$ cat src/pkg/irq_wake_regs.svh
// Register offsets, field positions, reset values and timing counts
// for the interrupt option and low-power wake block.
// Functional notes
// Option register is write-only; only whole-byte writes are accepted.
// Any reset clears the option register to 00h.
// level_edge_select one gives level mode on source 1, zero gives edge mode.
// edge_polarity_select picks the active edge of source 2.
// global_irq_enable gates maskable sources; source 0 stays able to interrupt.
// With enable zero, source 0 is serviced but never wakes the core.
// With enable zero, WAIT or STOP ends only through reset.
// Bit 7 and bits 3 to 0 of the option register do nothing.
// Timers and slow oscillator to source 3, converter 4, serial 1, masked.
// Port pins go to source 2; supply event gated to source 0.
// WAIT halts fetch only; interrupt resumes with no stabilisation delay.
// STOP needs watchdog off, halts core and oscillator until wake or reset.
// Leaving STOP by interrupt inserts an oscillator stabilisation delay.
// With watchdog active, a STOP request is executed as WAIT.
// Pin or watchdog reset during WAIT or STOP restarts normally.
// From main program, wake services the request then continues.
// From non-maskable routine, wake resumes without servicing the request.
// From maskable routine, maskable wake resumes that routine; pending later.
// Non-maskable wake inside maskable routine runs it first, stays maskable.
// WAIT or STOP is refused while an enabled request is pending.
// Wake-up leaves the oscillator source selection unchanged.
// Source 2 triggers on rising edge when polarity bit one, else falling.
// Source 1 in edge mode triggers on falling edges.
// Edge latch sets on edge, clears when its routine starts; one stored.
// Writes to unused option bits are ignored.
`ifndef IRQ_WAKE_REGS_SVH
`define IRQ_WAKE_REGS_SVH

`define IOPT_ADDR       8'hc8
`define IOPT_RESET      8'h00
`define IOPT_LES_BIT    6
`define IOPT_ESB_BIT    5
`define IOPT_GEN_BIT    4
`define STATUS_ADDR     8'hcc
`define CORE_ADDR       8'hd0
`define OSC_SETTLE_NS   2560000
`define CLK_NS          20
`define OSC_SETTLE_CYC  (`OSC_SETTLE_NS / `CLK_NS)

`endif

$ cat src/pkg/irq_wake_pkg.sv
// Types for the interrupt option and low-power wake block.
// Assumes nothing of its surroundings.
package irq_wake_pkg;
  typedef enum logic [3:0] {
    PWR_RUN    = 4'b0001,
    PWR_WAIT   = 4'b0010,
    PWR_STOP   = 4'b0100,
    PWR_SETTLE = 4'b1000
  } pwr_state_t;

  typedef enum logic [1:0] {
    CTX_MAIN  = 2'h0,
    CTX_MASK  = 2'h1,
    CTX_NMI   = 2'h2
  } core_ctx_t;
endpackage

$ cat src/core/sync2.sv
// Two-flop synchroniser for a bus of asynchronous levels.
// Assumes the inputs come from pins outside the clock domain.
module sync2 #(
  parameter int W = 1
) (
  input  wire logic         clk,
  input  wire logic         arst_n,
  input  wire logic [W-1:0] din,
  output logic      [W-1:0] dout
);
  logic [W-1:0] stage;

  always_ff @(posedge clk or negedge arst_n) begin
    if (!arst_n) begin
      // Pins idle high on pull-ups; starting high avoids a false edge
      stage <= '1;
      dout  <= '1;
    end else begin
      stage <= din;
      dout  <= stage;
    end
  end
endmodule

$ cat src/core/edge_latch.sv
// Edge detector with a one-deep request latch.
// Assumes a synchronised input and a clear pulse from the core's vector fetch.
module edge_latch (
  input  wire logic clk,
  input  wire logic arst_n,
  input  wire logic level,
  input  wire logic rising,
  input  wire logic clear,
  output logic      pending
);
  logic prev;
  logic hit;

  always_comb begin
    hit = rising ? (level && !prev) : (!level && prev);
  end

  always_ff @(posedge clk or negedge arst_n) begin
    if (!arst_n) begin
      prev <= 1'b0;
    end else begin
      prev <= level;
    end
  end

  // A new edge in the clear cycle is kept, so set wins
  always_ff @(posedge clk or negedge arst_n) begin
    if (!arst_n) begin
      pending <= 1'b0;
    end else if (hit) begin
      pending <= 1'b1;
    end else if (clear) begin
      pending <= 1'b0;
    end
  end
endmodule

$ cat src/core/irq_wake.sv
// Interrupt option register, source routing and WAIT/STOP control.
// Assumes a classic Wishbone master and a core that reports its context.
//
// Our own choice: the Wishbone slave port.
`include "irq_wake_regs.svh"

module irq_wake
  import irq_wake_pkg::*;
#(
  parameter int SETTLE_CYC = `OSC_SETTLE_CYC
) (
  input  wire logic        clk,
  input  wire logic        arst_n,
  input  wire logic        wb_cyc_i,
  input  wire logic        wb_stb_i,
  input  wire logic        wb_we_i,
  input  wire logic [7:0]  wb_adr_i,
  input  wire logic [0:0]  wb_sel_i,
  input  wire logic [7:0]  wb_dat_i,
  output logic      [7:0]  wb_dat_o,
  output logic             wb_ack_o,
  output logic             wb_err_o,
  input  wire logic        nmiPin,
  input  wire logic        src1Pin,
  input  wire logic [19:0] portPins,
  input  wire logic [19:0] portIrqEnable,
  input  wire logic [1:0]  timer_zero_flag,
  input  wire logic [1:0]  timer_irq_enable,
  input  wire logic        slow_osc_event_flag,
  input  wire logic        slow_osc_irq_enable,
  input  wire logic        convDone,
  input  wire logic        adc_irq_enable,
  input  wire logic        serialDone,
  input  wire logic        serialIrqEnable,
  input  wire logic        supply_event_flag,
  input  wire logic        supply_irq_enable,
  input  wire logic        watchdogActive,
  input  wire logic        waitReq,
  input  wire logic        stopReq,
  input  wire logic        vectorAck,
  input  wire logic [2:0]  vectorAckSrc,
  output logic [4:0]       irqReq,
  output logic             coreHalt,
  output logic             oscStop,
  output logic             sleepRefused,
  output logic             resumeNoService
);
  logic [7:0]  interrupt_option_reg;
  logic        level_edge_select;
  logic        edge_polarity_select;
  logic        global_irq_enable;
  logic        nmiS;
  logic        src1S;
  logic [19:0] portS;
  logic        nmiPend;
  logic        src1Edge;
  logic        src2Pend;
  logic        portAny;
  logic        src1Fall;
  logic [4:0]  raw;
  logic [4:0]  enabled;
  logic        wakeEvent;
  pwr_state_t  pwr;
  pwr_state_t  next_pwr;
  core_ctx_t   ctx;
  core_ctx_t   sleepCtx;
  logic [31:0] settleCnt;
  logic        busReq;
  logic        busWrite;
  logic        hitOpt;
  logic        hitStat;
  logic        hitCore;

  assign level_edge_select    = interrupt_option_reg[`IOPT_LES_BIT];
  assign edge_polarity_select = interrupt_option_reg[`IOPT_ESB_BIT];
  assign global_irq_enable    = interrupt_option_reg[`IOPT_GEN_BIT];

  function automatic logic addr_hit(input logic [7:0] a,
                                    input logic [7:0] b);
    addr_hit = (a == b);
  endfunction

  // Pins cross into this domain through two flops
  sync2 #(.W(22)) u_sync (
    .clk    (clk),
    .arst_n (arst_n),
    .din    ({nmiPin, src1Pin, portPins}),
    .dout   ({nmiS, src1S, portS})
  );

  // Source 0 pin is falling-edge latched like the core's own flip-flop
  edge_latch u_nmi (
    .clk     (clk),
    .arst_n  (arst_n),
    .level   (nmiS),
    .rising  (1'b0),
    .clear   (vectorAck && vectorAckSrc == 3'd0),
    .pending (nmiPend)
  );

  edge_latch u_src1 (
    .clk     (clk),
    .arst_n  (arst_n),
    .level   (src1S),
    .rising  (1'b0),
    .clear   (vectorAck && vectorAckSrc == 3'd1),
    .pending (src1Edge)
  );

  assign portAny = |(~portS & portIrqEnable);

  // Port lines share one latch; polarity applies to each enabled line before combining
  edge_latch u_src2 (
    .clk     (clk),
    .arst_n  (arst_n),
    .level   (edge_polarity_select ? |(portS & portIrqEnable) : portAny),
    .rising  (1'b1),
    .clear   (vectorAck && vectorAckSrc == 3'd2),
    .pending (src2Pend)
  );

  // Level mode is active low on the line
  assign src1Fall = level_edge_select ? !src1S : src1Edge;

  always_comb begin
    raw[0] = nmiPend || (supply_event_flag && supply_irq_enable);
    raw[1] = src1Fall || (serialDone && serialIrqEnable);
    raw[2] = src2Pend;
    raw[3] = |(timer_zero_flag & timer_irq_enable) ||
             (slow_osc_event_flag && slow_osc_irq_enable);
    raw[4] = convDone && adc_irq_enable;
  end

  assign enabled = {raw[4:1] & {4{global_irq_enable}}, raw[0]};
  // Source 0 counts for wake only when the global enable is set
  assign wakeEvent = global_irq_enable && (|enabled);

  // Context tracked from vector acknowledges and core requests
  always_ff @(posedge clk or negedge arst_n) begin
    if (!arst_n) begin
      ctx <= CTX_MAIN;
    end else if (vectorAck) begin
      ctx <= (vectorAckSrc == 3'd0) ? CTX_NMI :
             (ctx == CTX_MAIN) ? CTX_MASK : ctx;
    end else if (busWrite && hitCore) begin
      ctx <= core_ctx_t'(wb_dat_i[1:0]);
    end
  end

  always_comb begin
    next_pwr = pwr;
    case (pwr)
      PWR_RUN: begin
        if ((waitReq || stopReq) && !(|enabled)) begin
          if (stopReq && !watchdogActive) begin
            next_pwr = PWR_STOP;
          end else begin
            next_pwr = PWR_WAIT;
          end
        end
      end
      PWR_WAIT: begin
        if (wakeEvent) begin
          next_pwr = PWR_RUN;
        end
      end
      PWR_STOP: begin
        if (wakeEvent) begin
          next_pwr = PWR_SETTLE;
        end
      end
      PWR_SETTLE: begin
        if (settleCnt == 32'(SETTLE_CYC - 1)) begin
          next_pwr = PWR_RUN;
        end
      end
      default: next_pwr = PWR_RUN;
    endcase
  end

  // Reset from pin or watchdog lands here through arst_n
  always_ff @(posedge clk or negedge arst_n) begin
    if (!arst_n) begin
      pwr <= PWR_RUN;
    end else begin
      pwr <= next_pwr;
    end
  end

  always_ff @(posedge clk or negedge arst_n) begin
    if (!arst_n) begin
      settleCnt <= '0;
    end else if (pwr == PWR_SETTLE) begin
      settleCnt <= settleCnt + 32'd1;
    end else begin
      settleCnt <= '0;
    end
  end

  always_ff @(posedge clk or negedge arst_n) begin
    if (!arst_n) begin
      sleepCtx <= CTX_MAIN;
    end else if (pwr == PWR_RUN && next_pwr != PWR_RUN) begin
      sleepCtx <= ctx;
    end
  end

  always_ff @(posedge clk or negedge arst_n) begin
    if (!arst_n) begin
      coreHalt <= 1'b0;
      oscStop  <= 1'b0;
    end else begin
      coreHalt <= next_pwr != PWR_RUN;
      // Only the oscillator run gate; source selection lives elsewhere
      oscStop  <= next_pwr == PWR_STOP;
    end
  end

  always_ff @(posedge clk or negedge arst_n) begin
    if (!arst_n) begin
      sleepRefused <= 1'b0;
    end else begin
      sleepRefused <= pwr == PWR_RUN && (waitReq || stopReq) &&
                      (|enabled);
    end
  end

  // Pulse at resume: set when the core must skip servicing
  always_ff @(posedge clk or negedge arst_n) begin
    if (!arst_n) begin
      resumeNoService <= 1'b0;
    end else begin
      resumeNoService <= pwr != PWR_RUN && next_pwr == PWR_RUN &&
                         sleepCtx == CTX_NMI;
    end
  end

  // Request vector to the core, priority resolved by the core
  always_ff @(posedge clk or negedge arst_n) begin
    if (!arst_n) begin
      irqReq <= '0;
    end else if (ctx == CTX_NMI) begin
      irqReq <= '0;
    end else if (ctx == CTX_MASK) begin
      irqReq <= {4'h0, enabled[0]};
    end else begin
      irqReq <= enabled;
    end
  end

  assign busReq  = wb_cyc_i && wb_stb_i && !wb_ack_o;
  // Writes land on the ack edge, while the master still holds the request
  assign busWrite = wb_cyc_i && wb_stb_i && wb_we_i && wb_ack_o;
  assign hitOpt  = addr_hit(wb_adr_i, `IOPT_ADDR);
  assign hitStat = addr_hit(wb_adr_i, `STATUS_ADDR);
  assign hitCore = addr_hit(wb_adr_i, `CORE_ADDR);

  always_ff @(posedge clk or negedge arst_n) begin
    if (!arst_n) begin
      interrupt_option_reg <= `IOPT_RESET;
    end else if (busWrite && hitOpt && wb_sel_i[0]) begin
      // Whole byte only; unused bits never stored
      interrupt_option_reg <= wb_dat_i & 8'h70;
    end
  end

  always_ff @(posedge clk or negedge arst_n) begin
    if (!arst_n) begin
      wb_ack_o <= 1'b0;
      wb_err_o <= 1'b0;
      wb_dat_o <= '0;
    end else begin
      wb_ack_o <= busReq && (hitCore || hitStat || (hitOpt && wb_we_i));
      // Reading the write-only register is an error
      wb_err_o <= busReq && !(hitCore || hitStat ||
                              (hitOpt && wb_we_i));
      wb_dat_o <= '0;
      if (busReq && !wb_we_i && hitStat) begin
        wb_dat_o <= {raw, pwr == PWR_STOP || pwr == PWR_SETTLE,
                     pwr == PWR_WAIT, global_irq_enable};
      end else if (busReq && !wb_we_i && hitCore) begin
        wb_dat_o <= {6'h00, ctx};
      end
    end
  end
endmodule

$ cat config.mk
export PLATFORM = sky130hd
export DESIGN_NAME = irq_wake
export DESIGN_NICKNAME = d
export VERILOG_FILES = /design/src/pkg/irq_wake_pkg.sv /design/src/core/sync2.sv /design/src/core/edge_latch.sv /design/src/core/irq_wake.sv
export VERILOG_INCLUDE_DIRS = /design/src /design/src/pkg
export SDC_FILE = /design/constraint.sdc
export NUM_CORES = 1
export LEC_CHECK = 0
export CAP_MARGIN = 20
export CORE_ASPECT_RATIO = 0.75
export CORE_MARGIN = 3
export CORE_UTILIZATION = 55
export CTS_CLUSTER_SIZE = 10
export DETAILED_ROUTE_END_ITERATION = 10
export DONT_BUFFER_PORTS = 1
export GPL_TIMING_DRIVEN = 0
export PLACE_DENSITY_LB_ADDON = 0.3
export REMOVE_ABC_BUFFERS = 1
export SKIP_LAST_GASP = 1
export SYNTH_ARGS = -nofsm -noshare
export SYNTH_HDL_FRONTEND = slang
export SYNTH_SLANG_ARGS = --single-unit
$ cat constraint.sdc
create_clock -name clk -period 5.7 [get_ports clk]
set_input_delay 0.285 -clock clk [delete_from_list [all_inputs] [get_ports clk]]
set_output_delay 0.285 -clock clk [all_outputs]
set_load 0.1 [all_outputs]
== After elaboration in Yosys (flattened, before gate mapping) ==
Index checks and enable logic that the tools add are counted.

* Muxes and demuxes: 23
* Equal/unequal tests: 18
* $add $sub $neg: 1
* Bitwise gates (word level): 5
* Reductions and logical operators: 57

{| class="wikitable"
|+ Operator list
! operator !! number
|-
| 20-bit bitwise AND || 2
|-
| 20-bit OR reduction || 2
|-
| 32-bit by 1-bit adder with 32-bit output, second input constant || 1
|-
| 32-bit by 17-bit == test with 1-bit output, second input constant || 1
|-
| 32-bit two-way mux || 1
|-
| 1-bit logical AND || 31
|-
| 8-bit == test, second input constant || 3
|-
| 20-bit NOT || 1
|-
| 4-bit two-way mux || 4
|-
| 4-bit one-hot mux with 4 select lines || 1
|-
| 2-bit two-way mux || 5
|-
| 5-bit two-way mux || 2
|-
| 4-bit by 1-bit == test with 1-bit output, second input constant || 2
|-
| 4-bit by 3-bit == test with 1-bit output, second input constant || 2
|-
| 1-bit logical NOT || 8
|-
| 1-bit two-way mux || 8
|-
| 8-bit two-way mux || 1
|-
| 4-bit by 1-bit != test with 1-bit output, second input constant || 2
|-
| 2-bit nonzero test || 4
|-
| 1-bit logical OR || 7
|-
| 5-bit OR reduction || 1
|-
| 4-bit bitwise AND || 1
|-
| 2-bit == test, second input constant || 2
|-
| 4-bit by 2-bit == test with 1-bit output, second input constant || 1
|-
| other kinds (11) || 11
|}

* Logic and storage cells: 125
* Register bits: 112

== Depth between registers and ports, before layout ==
Gate-level depths: netlist (run 1).

* Word-level depth: 12
* Mapped depth: 7
* Gate-level depth less buffers: 6

== Cells and area by module ==
A second synthesis (run 1) with hierarchy kept.

* Cell total of the unflattened synthesis: 410
* Area, all modules: 4737.0 um^2

{| class="wikitable"
|+ Modules (own cells, without submodules)
! module !! cells each !! seq. area each (um^2) !! instances !! area an instance (um^2)
|-
| irq_wake || 348 || 1552.7 || 1 || 3355.7
|-
| sync2 || 44 || 1156.1 || 1 || 1156.1
|-
| edge_latch || 6 || 50.0 || 3 || 75.1
|}

== Least setup slack after synthesis (run 1) ==
No wires, ideal clock.

* Path kind: register to register
* Start: register wb_ack_o
* End: register interrupt_option_reg[4]
* Data required time: 5.572 ns
* Slack: 3.749 ns
* Arrival time: 1.824 ns
* Cell stages (with the launch flop): 5
* Cells stage by stage: dfrtp_1 nand4_1 nor3b_1 nand3_1 mux2_1

* Longest elaborated chain between the ends: 3

{| class="wikitable"
|+ RTL lines
! item !! line !! RTL
|-
| start, declared || irq_wake.sv:21 || <nowiki>output logic wb_ack_o,</nowiki>
|-
| start signal, assigned || irq_wake.sv:273 || <nowiki>wb_ack_o <= busReq && (hitCore || hitStat || (hitOpt && wb_we_i));</nowiki>
|-
| 1-bit logical AND || irq_wake.sv:253 || <nowiki>assign busWrite = wb_cyc_i && wb_stb_i && wb_we_i && wb_ack_o;</nowiki>
|-
| 1-bit logical AND (2 in series) || irq_wake.sv:261 || <nowiki>end else if (busWrite && hitOpt && wb_sel_i[0]) begin</nowiki>
|-
| end signal, assigned || irq_wake.sv:260 || <nowiki>interrupt_option_reg <= `IOPT_RESET;</nowiki>
|-
| end signal, assigned || irq_wake.sv:263 || <nowiki>interrupt_option_reg <= wb_dat_i & 8'h70;</nowiki>
|-
| end, declared || irq_wake.sv:48 || <nowiki>logic [7:0] interrupt_option_reg;</nowiki>
|}

No other way between the ends.
A chain may end at the register's enable or synchronous reset.

== Worst setup path after layout (run 1) ==
* Start: register settleCnt[0]
* End: register settleCnt[28]

* Longest elaborated chain between the ends: 2

{| class="wikitable"
|+ RTL lines
! item !! line !! RTL
|-
| start, declared || irq_wake.sv:67 || <nowiki>logic [31:0] settleCnt;</nowiki>
|-
| start signal, assigned || irq_wake.sv:194 || <nowiki>settleCnt <= settleCnt + 32'd1;</nowiki>
|-
| 32-bit by 1-bit adder with 32-bit output || irq_wake.sv:194 ||
|-
| 32-bit two-way mux || irq_wake.sv:193 || <nowiki>end else if (pwr == PWR_SETTLE) begin</nowiki>
|}

No other way between the ends.

==> out/results.tsv, run 1 <==
stage	metric	value	unit
outcome	outcome	finished, final reports clean	
sta	fin_crit_sh	39.6	%
global_route	grt_max_degree	113	
job	maxCapViolCount	0	
global_route	track_usage	20.7	%
sta	final_hold_viol_count	0	
final_layout	reg_top3	settleCnt x32, u_sync.dout x22, u_sync.stage x22	
cts	htree_levels	3	
global_route	antenna_found_initial	0	
final_layout	stdcell_count	541	
final_layout	drive_gt1_share	17.0	%
setup_path	cp-startpoint	settleCnt[0]	
cts	clk_latency	380	ps
final_layout	utilization	64.8	%
drt	drt-wirelength-per-cell	17.5	um
yosys	synth_warnings	0	
yosys	avgSynthCellArea	11.4	um^2
drt	drcViolationCount	0	
setup_path	worst-path-stages	6	
final_layout	synthToLayoutAreaGrowth	13.1	%
global_route	use_met2	32.2	%
die	core	7990	um^2
placement	dpl_cell_area	4710	um^2
yosys	async_flop_share	100	%
setup_path	crit_path_end	settleCnt[28]	
global_route	grt_pass1_wl	15700	um
yosys	synthCells	401	
drt	ant_nets	0	
yosys	synth_seq_area_share	62.4	%
sta	fin_tns_setup	0	ps
cts	cts_buffers	9	
final_layout	final_cell_area	5180	um^2
yosys	netlist_top_cells_area	dfrtp_1 (37%), dfstp_2 (26%), nor2_1 (4.3%)	
setup_path	worstPathRequired	6000	ps
final_layout	regMostFlops	settleCnt	
drt	drt-pass1-iter-count	4	
die	io_pins	102	
setup_path	max_stage_delay	690	ps
sta	max_clock_freq	443	MHz
sta	clock_skew	10.7	ps
drt	vias	3125	
yosys	synth_edf_count	0	
final_layout	antenna_cells	0	
setup_path	r2r_cells	6	
setup_path	crit_buf_inv	0	
sta	worstMarginPinSlew	903	ps
power_and_ir_drop	power_density	306	nW/um^2
sta	rsz0062_at_grt	false	
sta	fin_crit	2260	ps
cts	cts_resized	0	
power_and_ir_drop	peakVddDrop	275	uV
sta	slew_violations	0	
global_route	overflow	0	
cts	cts_buffer_depth	2	
die	row_count	28	
setup_path	reg2reg_from	settleCnt[0]	
yosys	synth_seq_cells	112	
yosys	synth_top_area_share	36.6	%
die	die_x	111	um
cts	clk_pin_slew	110	ps
final_layout	layout.nets	515	
yosys	synth_area	4580	um^2
die	start_util	57.3	%
setup_path	cp.arrival	2560	ps
die	die_h	85.0	um
cts	clkSinkCount	112	
setup_path	critical_path_class	flip-flop to flip-flop	
power_and_ir_drop	leakage	2.17	nW
global_route	grt_util_met1	28.6	%
hold_path	hold_path_class	input port to flip-flop	
sta	max-slew-margin-rel	39.8	%
setup_path	crit_family	simple AND/OR/NAND/NOR gates	
setup_path	crit_path_max_fanout	11	
sta	setup_violations	0	
cts	post-cts-setup-buffer-count	0	
drt	drt_iter0_markers	250	
placement	dpl.hpwl	6460	um
final_layout	nFillCells	586	
yosys	ys.flop_type	dfrtp_1	
setup_path	timing.rr.end	settleCnt[28]	
setup_path	crit_slowest_cell	nor2_1	
placement	dp.cells	500	
global_route	grt_use_met3	6.13	%
yosys	synth_top_area_cell	dfrtp_1	
drt	viasPerCell	5.78	
cts	root_buffer	clkbuf_8	
setup_path	crit_chain	ha_1 -> nand4_1 -> nor2_1 -> nand3_1 -> or3_1 -> a21oi_1	
cts	cts_tree	done	
setup_path	start_kind	flip-flop	
placement	io_buffers	0	
die	dieArea	9470	um^2
placement	gp_congestion	0.865	
final_layout	largest_register_ffs	32	
setup_path	r2r_setup_slack	3440	ps
setup_path	endpoint_kind	flip-flop	
global_route	first_global_vias	3219	
yosys	synth_cell_type_count	56	
global_route	busiest_layer	met2	
drt	routed_wl	9490	um
==> logic make-up (layout without fill, tap and decap cells) <==
| logic type | after synthesis | count (layout) | synth area share [%] |
|---|---|---|---|
| and+or+nand+nor | 165 | 165 | 18.8 |
| DFF | 112 | 112 | 62.4 |
| AOI/OAI and AO/OA | 55 | 55 | 8.63 |
| buffers and inverters | 33 | 68 | 2.81 |
| xor gates and xnor gates | 29 | 29 | 5.55 |
| muxes | 6 | 6 | 1.47 |
| adders and majority gates | 1 | 1 | 0.273 |
==> through the flow <==
step / setup slack, ps / total power, mW / hold WS (ps)
2_1_floorplan: 3600 / 1.06 / -10.6
3_3_place_gp: 3140 / 1.08 / -8.37
3_5_place_dp: 3480 / 1.09 / -8.26
4_1_cts: 3450 / 1.60 / 14.0
5_1_grt: 3230 / 1.65 / 11.6
6_report: 3440 / 1.58 / 28.2
==> power by group <==
group	internal [mW]	leakage, nW	switching [mW]
Clock	0.178	0.105	0.297
Combinational	0.0641	0.691	0.0722
Sequential	0.855	1.37	0.117
Total	1.10	2.17	0.486
==> placed cells by master, fill, tap and decap left out, types with 2 or more instances in the layout <==
cell type / instances
o21ai_0: 7
a22oi_1: 6
xor2_1: 21
o21ai_1: 3
nand4_1: 15
nand3b_1: 6
nand2b_1: 5
o32ai_1: 2
inv_6: 2
nand2_1: 23
nor2b_1: 5
a32oi_1: 2
xnor2_1: 8
nand3_1: 17
a21oi_1: 6
and4_1: 3
nor3b_1: 3
or2_2: 2
inv_8: 4
dfrtp_1: 67
or3_1: 4
nor2_1: 53
mux2_1: 5
a222oi_1: 2
dfstp_2: 45
and3_1: 7
inv_1: 24
and2_1: 2
buf_16: 2
o22ai_1: 10
nor4_1: 7
nor3_1: 6
clkbuf_8: 9
o21a_1: 3
dlygate4sd3_1: 24
==> Yosys cell counts, types with 4 or more instances <==
library cell	instances
inv_1	24
nand2_1	23
a22oi_1	6
and3_1	7
nand2b_1	5
nand3b_1	6
clkbuf_1	4
xnor2_1	8
xor2_1	21
buf_2	4
nand3_1	17
dfrtp_1	67
nor2_1	53
nor2b_1	5
or3_1	4
dfstp_2	45
o21ai_0	7
nor3_1	6
mux2_1	5
nand4_1	15
o22ai_1	10
a21oi_1	6
nor4_1	7
==> how the worst min path moves through the flow <==
stage                      startpoint                      end  slack, ps  depth (start not counted)
after floorplan                arst_n                 coreHalt        -10                          0
after global placement         arst_n                irqReq[3]         -8                          0
after detailed placement       arst_n                irqReq[1]         -8                          0
after CTS                 wb_dat_i[6]  interrupt_option_reg[6]         10                          1
after global routing      wb_dat_i[4]  interrupt_option_reg[4]         10                          1
final                     wb_dat_i[4]  interrupt_option_reg[4]         30                          1
==> cell type report <==
type                            count  area, um^2  area share [%]
Clock buffer                        9         124            2.39
Clock inverter                      7        78.8            1.52
Inverter                           25        93.8            1.81
Multi-Input combinational cell    256        1590            30.7
Sequential cell                   112        2860            55.2
Tap cell                          105         131            2.54
Timing Repair Buffer               27         300            5.80
==> what timing repair did <==
action,CTS,global route
endpoints found under the hold margin,136,0
hold buffers,25,0
setup endpoints to repair,0,0
==> per-layer routing <==
| metal | share of wire, % | wire length [um] | up-vias |
|---|---|---|---|
| li1 | - | - | 1470 |
| met1 | 45 | 4320 | 1554 |
| met2 | 47 | 4480 | 91 |
| met3 | 6.1 | 575 | 10 |
| met4 | 1.3 | 120 | 0 |
| met5 | 0 | 0 | - |
Power figures use the tool's default switching activity.
==> run 2, diff against run 1 <==
==> constraint.sdc (replaced) <==
create_clock -name clk -period 2.2 [get_ports clk]
set_input_delay 0.11 -clock clk [delete_from_list [all_inputs] [get_ports clk]]
set_output_delay 0.11 -clock clk [all_outputs]
set_load 0.1 [all_outputs]
==> run 2 against run 1 <==
The flow now finishes with violations (negative hold slack). Clock-buffer cell count unchanged. Clock power rose to 2.6 times the previous value. First-iteration DRC count up 12%. Critical path depth unchanged. Die area unchanged. Worst setup slack worse by 3300 ps. Design area up 5.2%. Global-route usage up 1.1 points. Power rose to 2.6 times the previous value. Maximum frequency up 10%. Largest cell class unchanged. Highest routed layer unchanged.
==> out/results.tsv, run 2 (synthesis results as in run 1) <==
stage	metric	value	unit	change
sta	layout_setup_ws	153	ps	-3290 ps
cts	clk_latency	390	ps	about the same
drt	drt-wirelength-per-cell	17.6	um	about the same
global_route	overflow	0		unchanged
drt	drcViolationCount	0		unchanged
cts	clkSinkCount	112		unchanged
sta	hold_slack	-596	ps	-624 ps
cts	post-cts-setup-buffer-count	0		unchanged
setup_path	max_stage_delay	640	ps	-50 ps
cts	cts_buffers	9		unchanged
drt	vias	3264		+4.4%
setup_path	worstPathRequired	2520	ps	-3480 ps
final_layout	reg_top3	settleCnt x32, u_sync.dout x22, u_sync.stage x22		
drt	ant_nets	0		unchanged
cts	cts_tree	done		
setup_path	endpoint_kind	flip-flop		
final_layout	utilization	68.2	%	+3.4 points
final_layout	regMostFlops	settleCnt		
placement	dp_slack	-15.5	ps	-3500 ps
cts	htree_levels	3		unchanged
sta	setup_violations	0		unchanged
die	dieArea	9470	um^2	unchanged
sta	fin_tns_setup	0	ps	unchanged
setup_path	crit_chain	nand4_1 -> nor2_1 -> a32o_2 -> nor2_1 -> a31oi_1 -> dlygate4sd3_1		
drt	drt_iter0_markers	279		+12%
drt	drt-pass1-iter-count	5		+1
final_layout	largest_register_ffs	32		unchanged
sta	fin_crit	2050	ps	-213 ps
hold_path	hold_path_class	input port to asynchronous set/reset pin		
sta	worstMarginPinSlew	892	ps	-10.3 ps
power_and_ir_drop	power_density	757	nW/um^2	+150%
sta	final_hold_viol_count	112		+112
global_route	antenna_found_initial	0		unchanged
outcome	outcome	finished with violations		
sta	rsz0062_at_grt	false		
setup_path	r2r_setup_slack	150	ps	-3290 ps
placement	io_buffers	0		unchanged
setup_path	critical_path_class	flip-flop to flip-flop		
sta	max_clock_freq	489	MHz	+10%
power_and_ir_drop	leakage	2.27	nW	+4.8%
setup_path	reg2reg_from	wb_ack_o		
cts	clk_pin_slew	110	ps	about the same
final_layout	final_cell_mix	dfrtp_1 (66), nor2_1 (52), dlygate4sd3_1 (51)		
setup_path	crit_path_max_fanout	4		-7
drt	routed_wl	9960	um	+4.9%
placement	gp_congestion	0.865		unchanged
setup_path	timing.rr.end	ctx[1]		
final_layout	layout.nets	541		+5.0%
die	core	7990	um^2	unchanged
sta	fin_crit_sh	93.0	%	+53 points
final_layout	synthToLayoutAreaGrowth	19.0	%	
setup_path	cpMostUsedCell	nor2_1		
final_layout	antenna_cells	0		unchanged
global_route	grt_pass1_wl	16500	um	+5.0%
die	die_h	85.0	um	unchanged
die	start_util	57.3	%	unchanged
power_and_ir_drop	peakVddDrop	716	uV	+160%
cts	root_buffer	clkbuf_8		
sta	clock_skew	10.8	ps	+0.138 ps
global_route	first_global_vias	3377		+4.9%
die	io_pins	102		unchanged
setup_path	cp.arrival	2370	ps	-190 ps
drt	viasPerCell	5.76		-0.34%
sta	slew_violations	0		unchanged
placement	dpl.hpwl	6460	um	unchanged
global_route	track_usage	21.8	%	+1.1 points
setup_path	crit_slowest_cell	dfrtp_4		
final_layout	final_common_cell	dfrtp_1		
sta	max-slew-margin-rel	40.5	%	+0.73 points
global_route	grt_max_degree	113		unchanged
job	maxCapViolCount	0		unchanged
final_layout	drive_gt1_share	16.9	%	-0.089 points
setup_path	r2r_cells	6		unchanged
power_and_ir_drop	power.total	4.13	mW	+160%
die	die_x	111	um	unchanged
setup_path	start_kind	flip-flop		
outcome	violations	negative hold slack		
cts	cts_buffer_depth	2		unchanged
die	row_count	28		unchanged
## run 2: worst max path at each step
stage,start,end,slack [ps],cells past startpoint
floorplan,settleCnt[8],settleCnt[29],100,5
global placement,settleCnt[10],settleCnt[29],-360,5
detailed placement,settleCnt[0],settleCnt[28],-20,6
CTS,settleCnt[8],settleCnt[29],30,6
global route,settleCnt[0],settleCnt[28],1,6
finish,wb_ack_o,ctx[1],150,6
## run 2: final cells by class
cell class	count	area (um^2)
inverters	25	93.8
flip-flops and latches	112	2860
well taps	105	131
fillers	561	2540
clock buffers	9	124
repair buffers	53	543
clock inverters	7	78.8
multi-input cells	256	1620
## run 2: power by group
group,switching [mW],internal [mW],total (mW)
clock network,0.771,0.461,1.23
logic,0.164,0.210,0.374
registers,0.304,2.22,2.52
total,1.24,2.89,4.13
## run 2: timing repair
item | in CTS | in global routing
hold buffers | 50 | 1
resized for setup | 3 | 4
setup endpoints to repair | 6 | 6
endpoints found under the hold margin | 155 | 113
pin swaps | 0 | 1
## run 2: through the flow
step	instances	cell area (um^2)	hold slack (ps)
floorplan	393	4550	-186
global placement	498	4680	-183
finish	567	5450	-596
detailed placement	500	4710	-183
CTS	566	5420	-614
global route	567	5450	-620
## run 2: routing by layer
metal | wire length [um] | GRT usage [%] | vias up
met3 | 638 | 6.27 | 15
li1 | - | - | 1517
met1 | 4350 | 29.4 | 1623
met5 | 0 | 0 | -
met2 | 4810 | 34.7 | 109
met4 | 158 | 7.18 | 0
## run 2: critical path: cells and delay by family (launching register included)
| family | cells | cell delay, ps |
|---|---|---|
| flops | 1 | 640 |
| buf+inv | 1 | 570 |
| simple gates | 3 | 410 |
| compound gates | 2 | 370 |
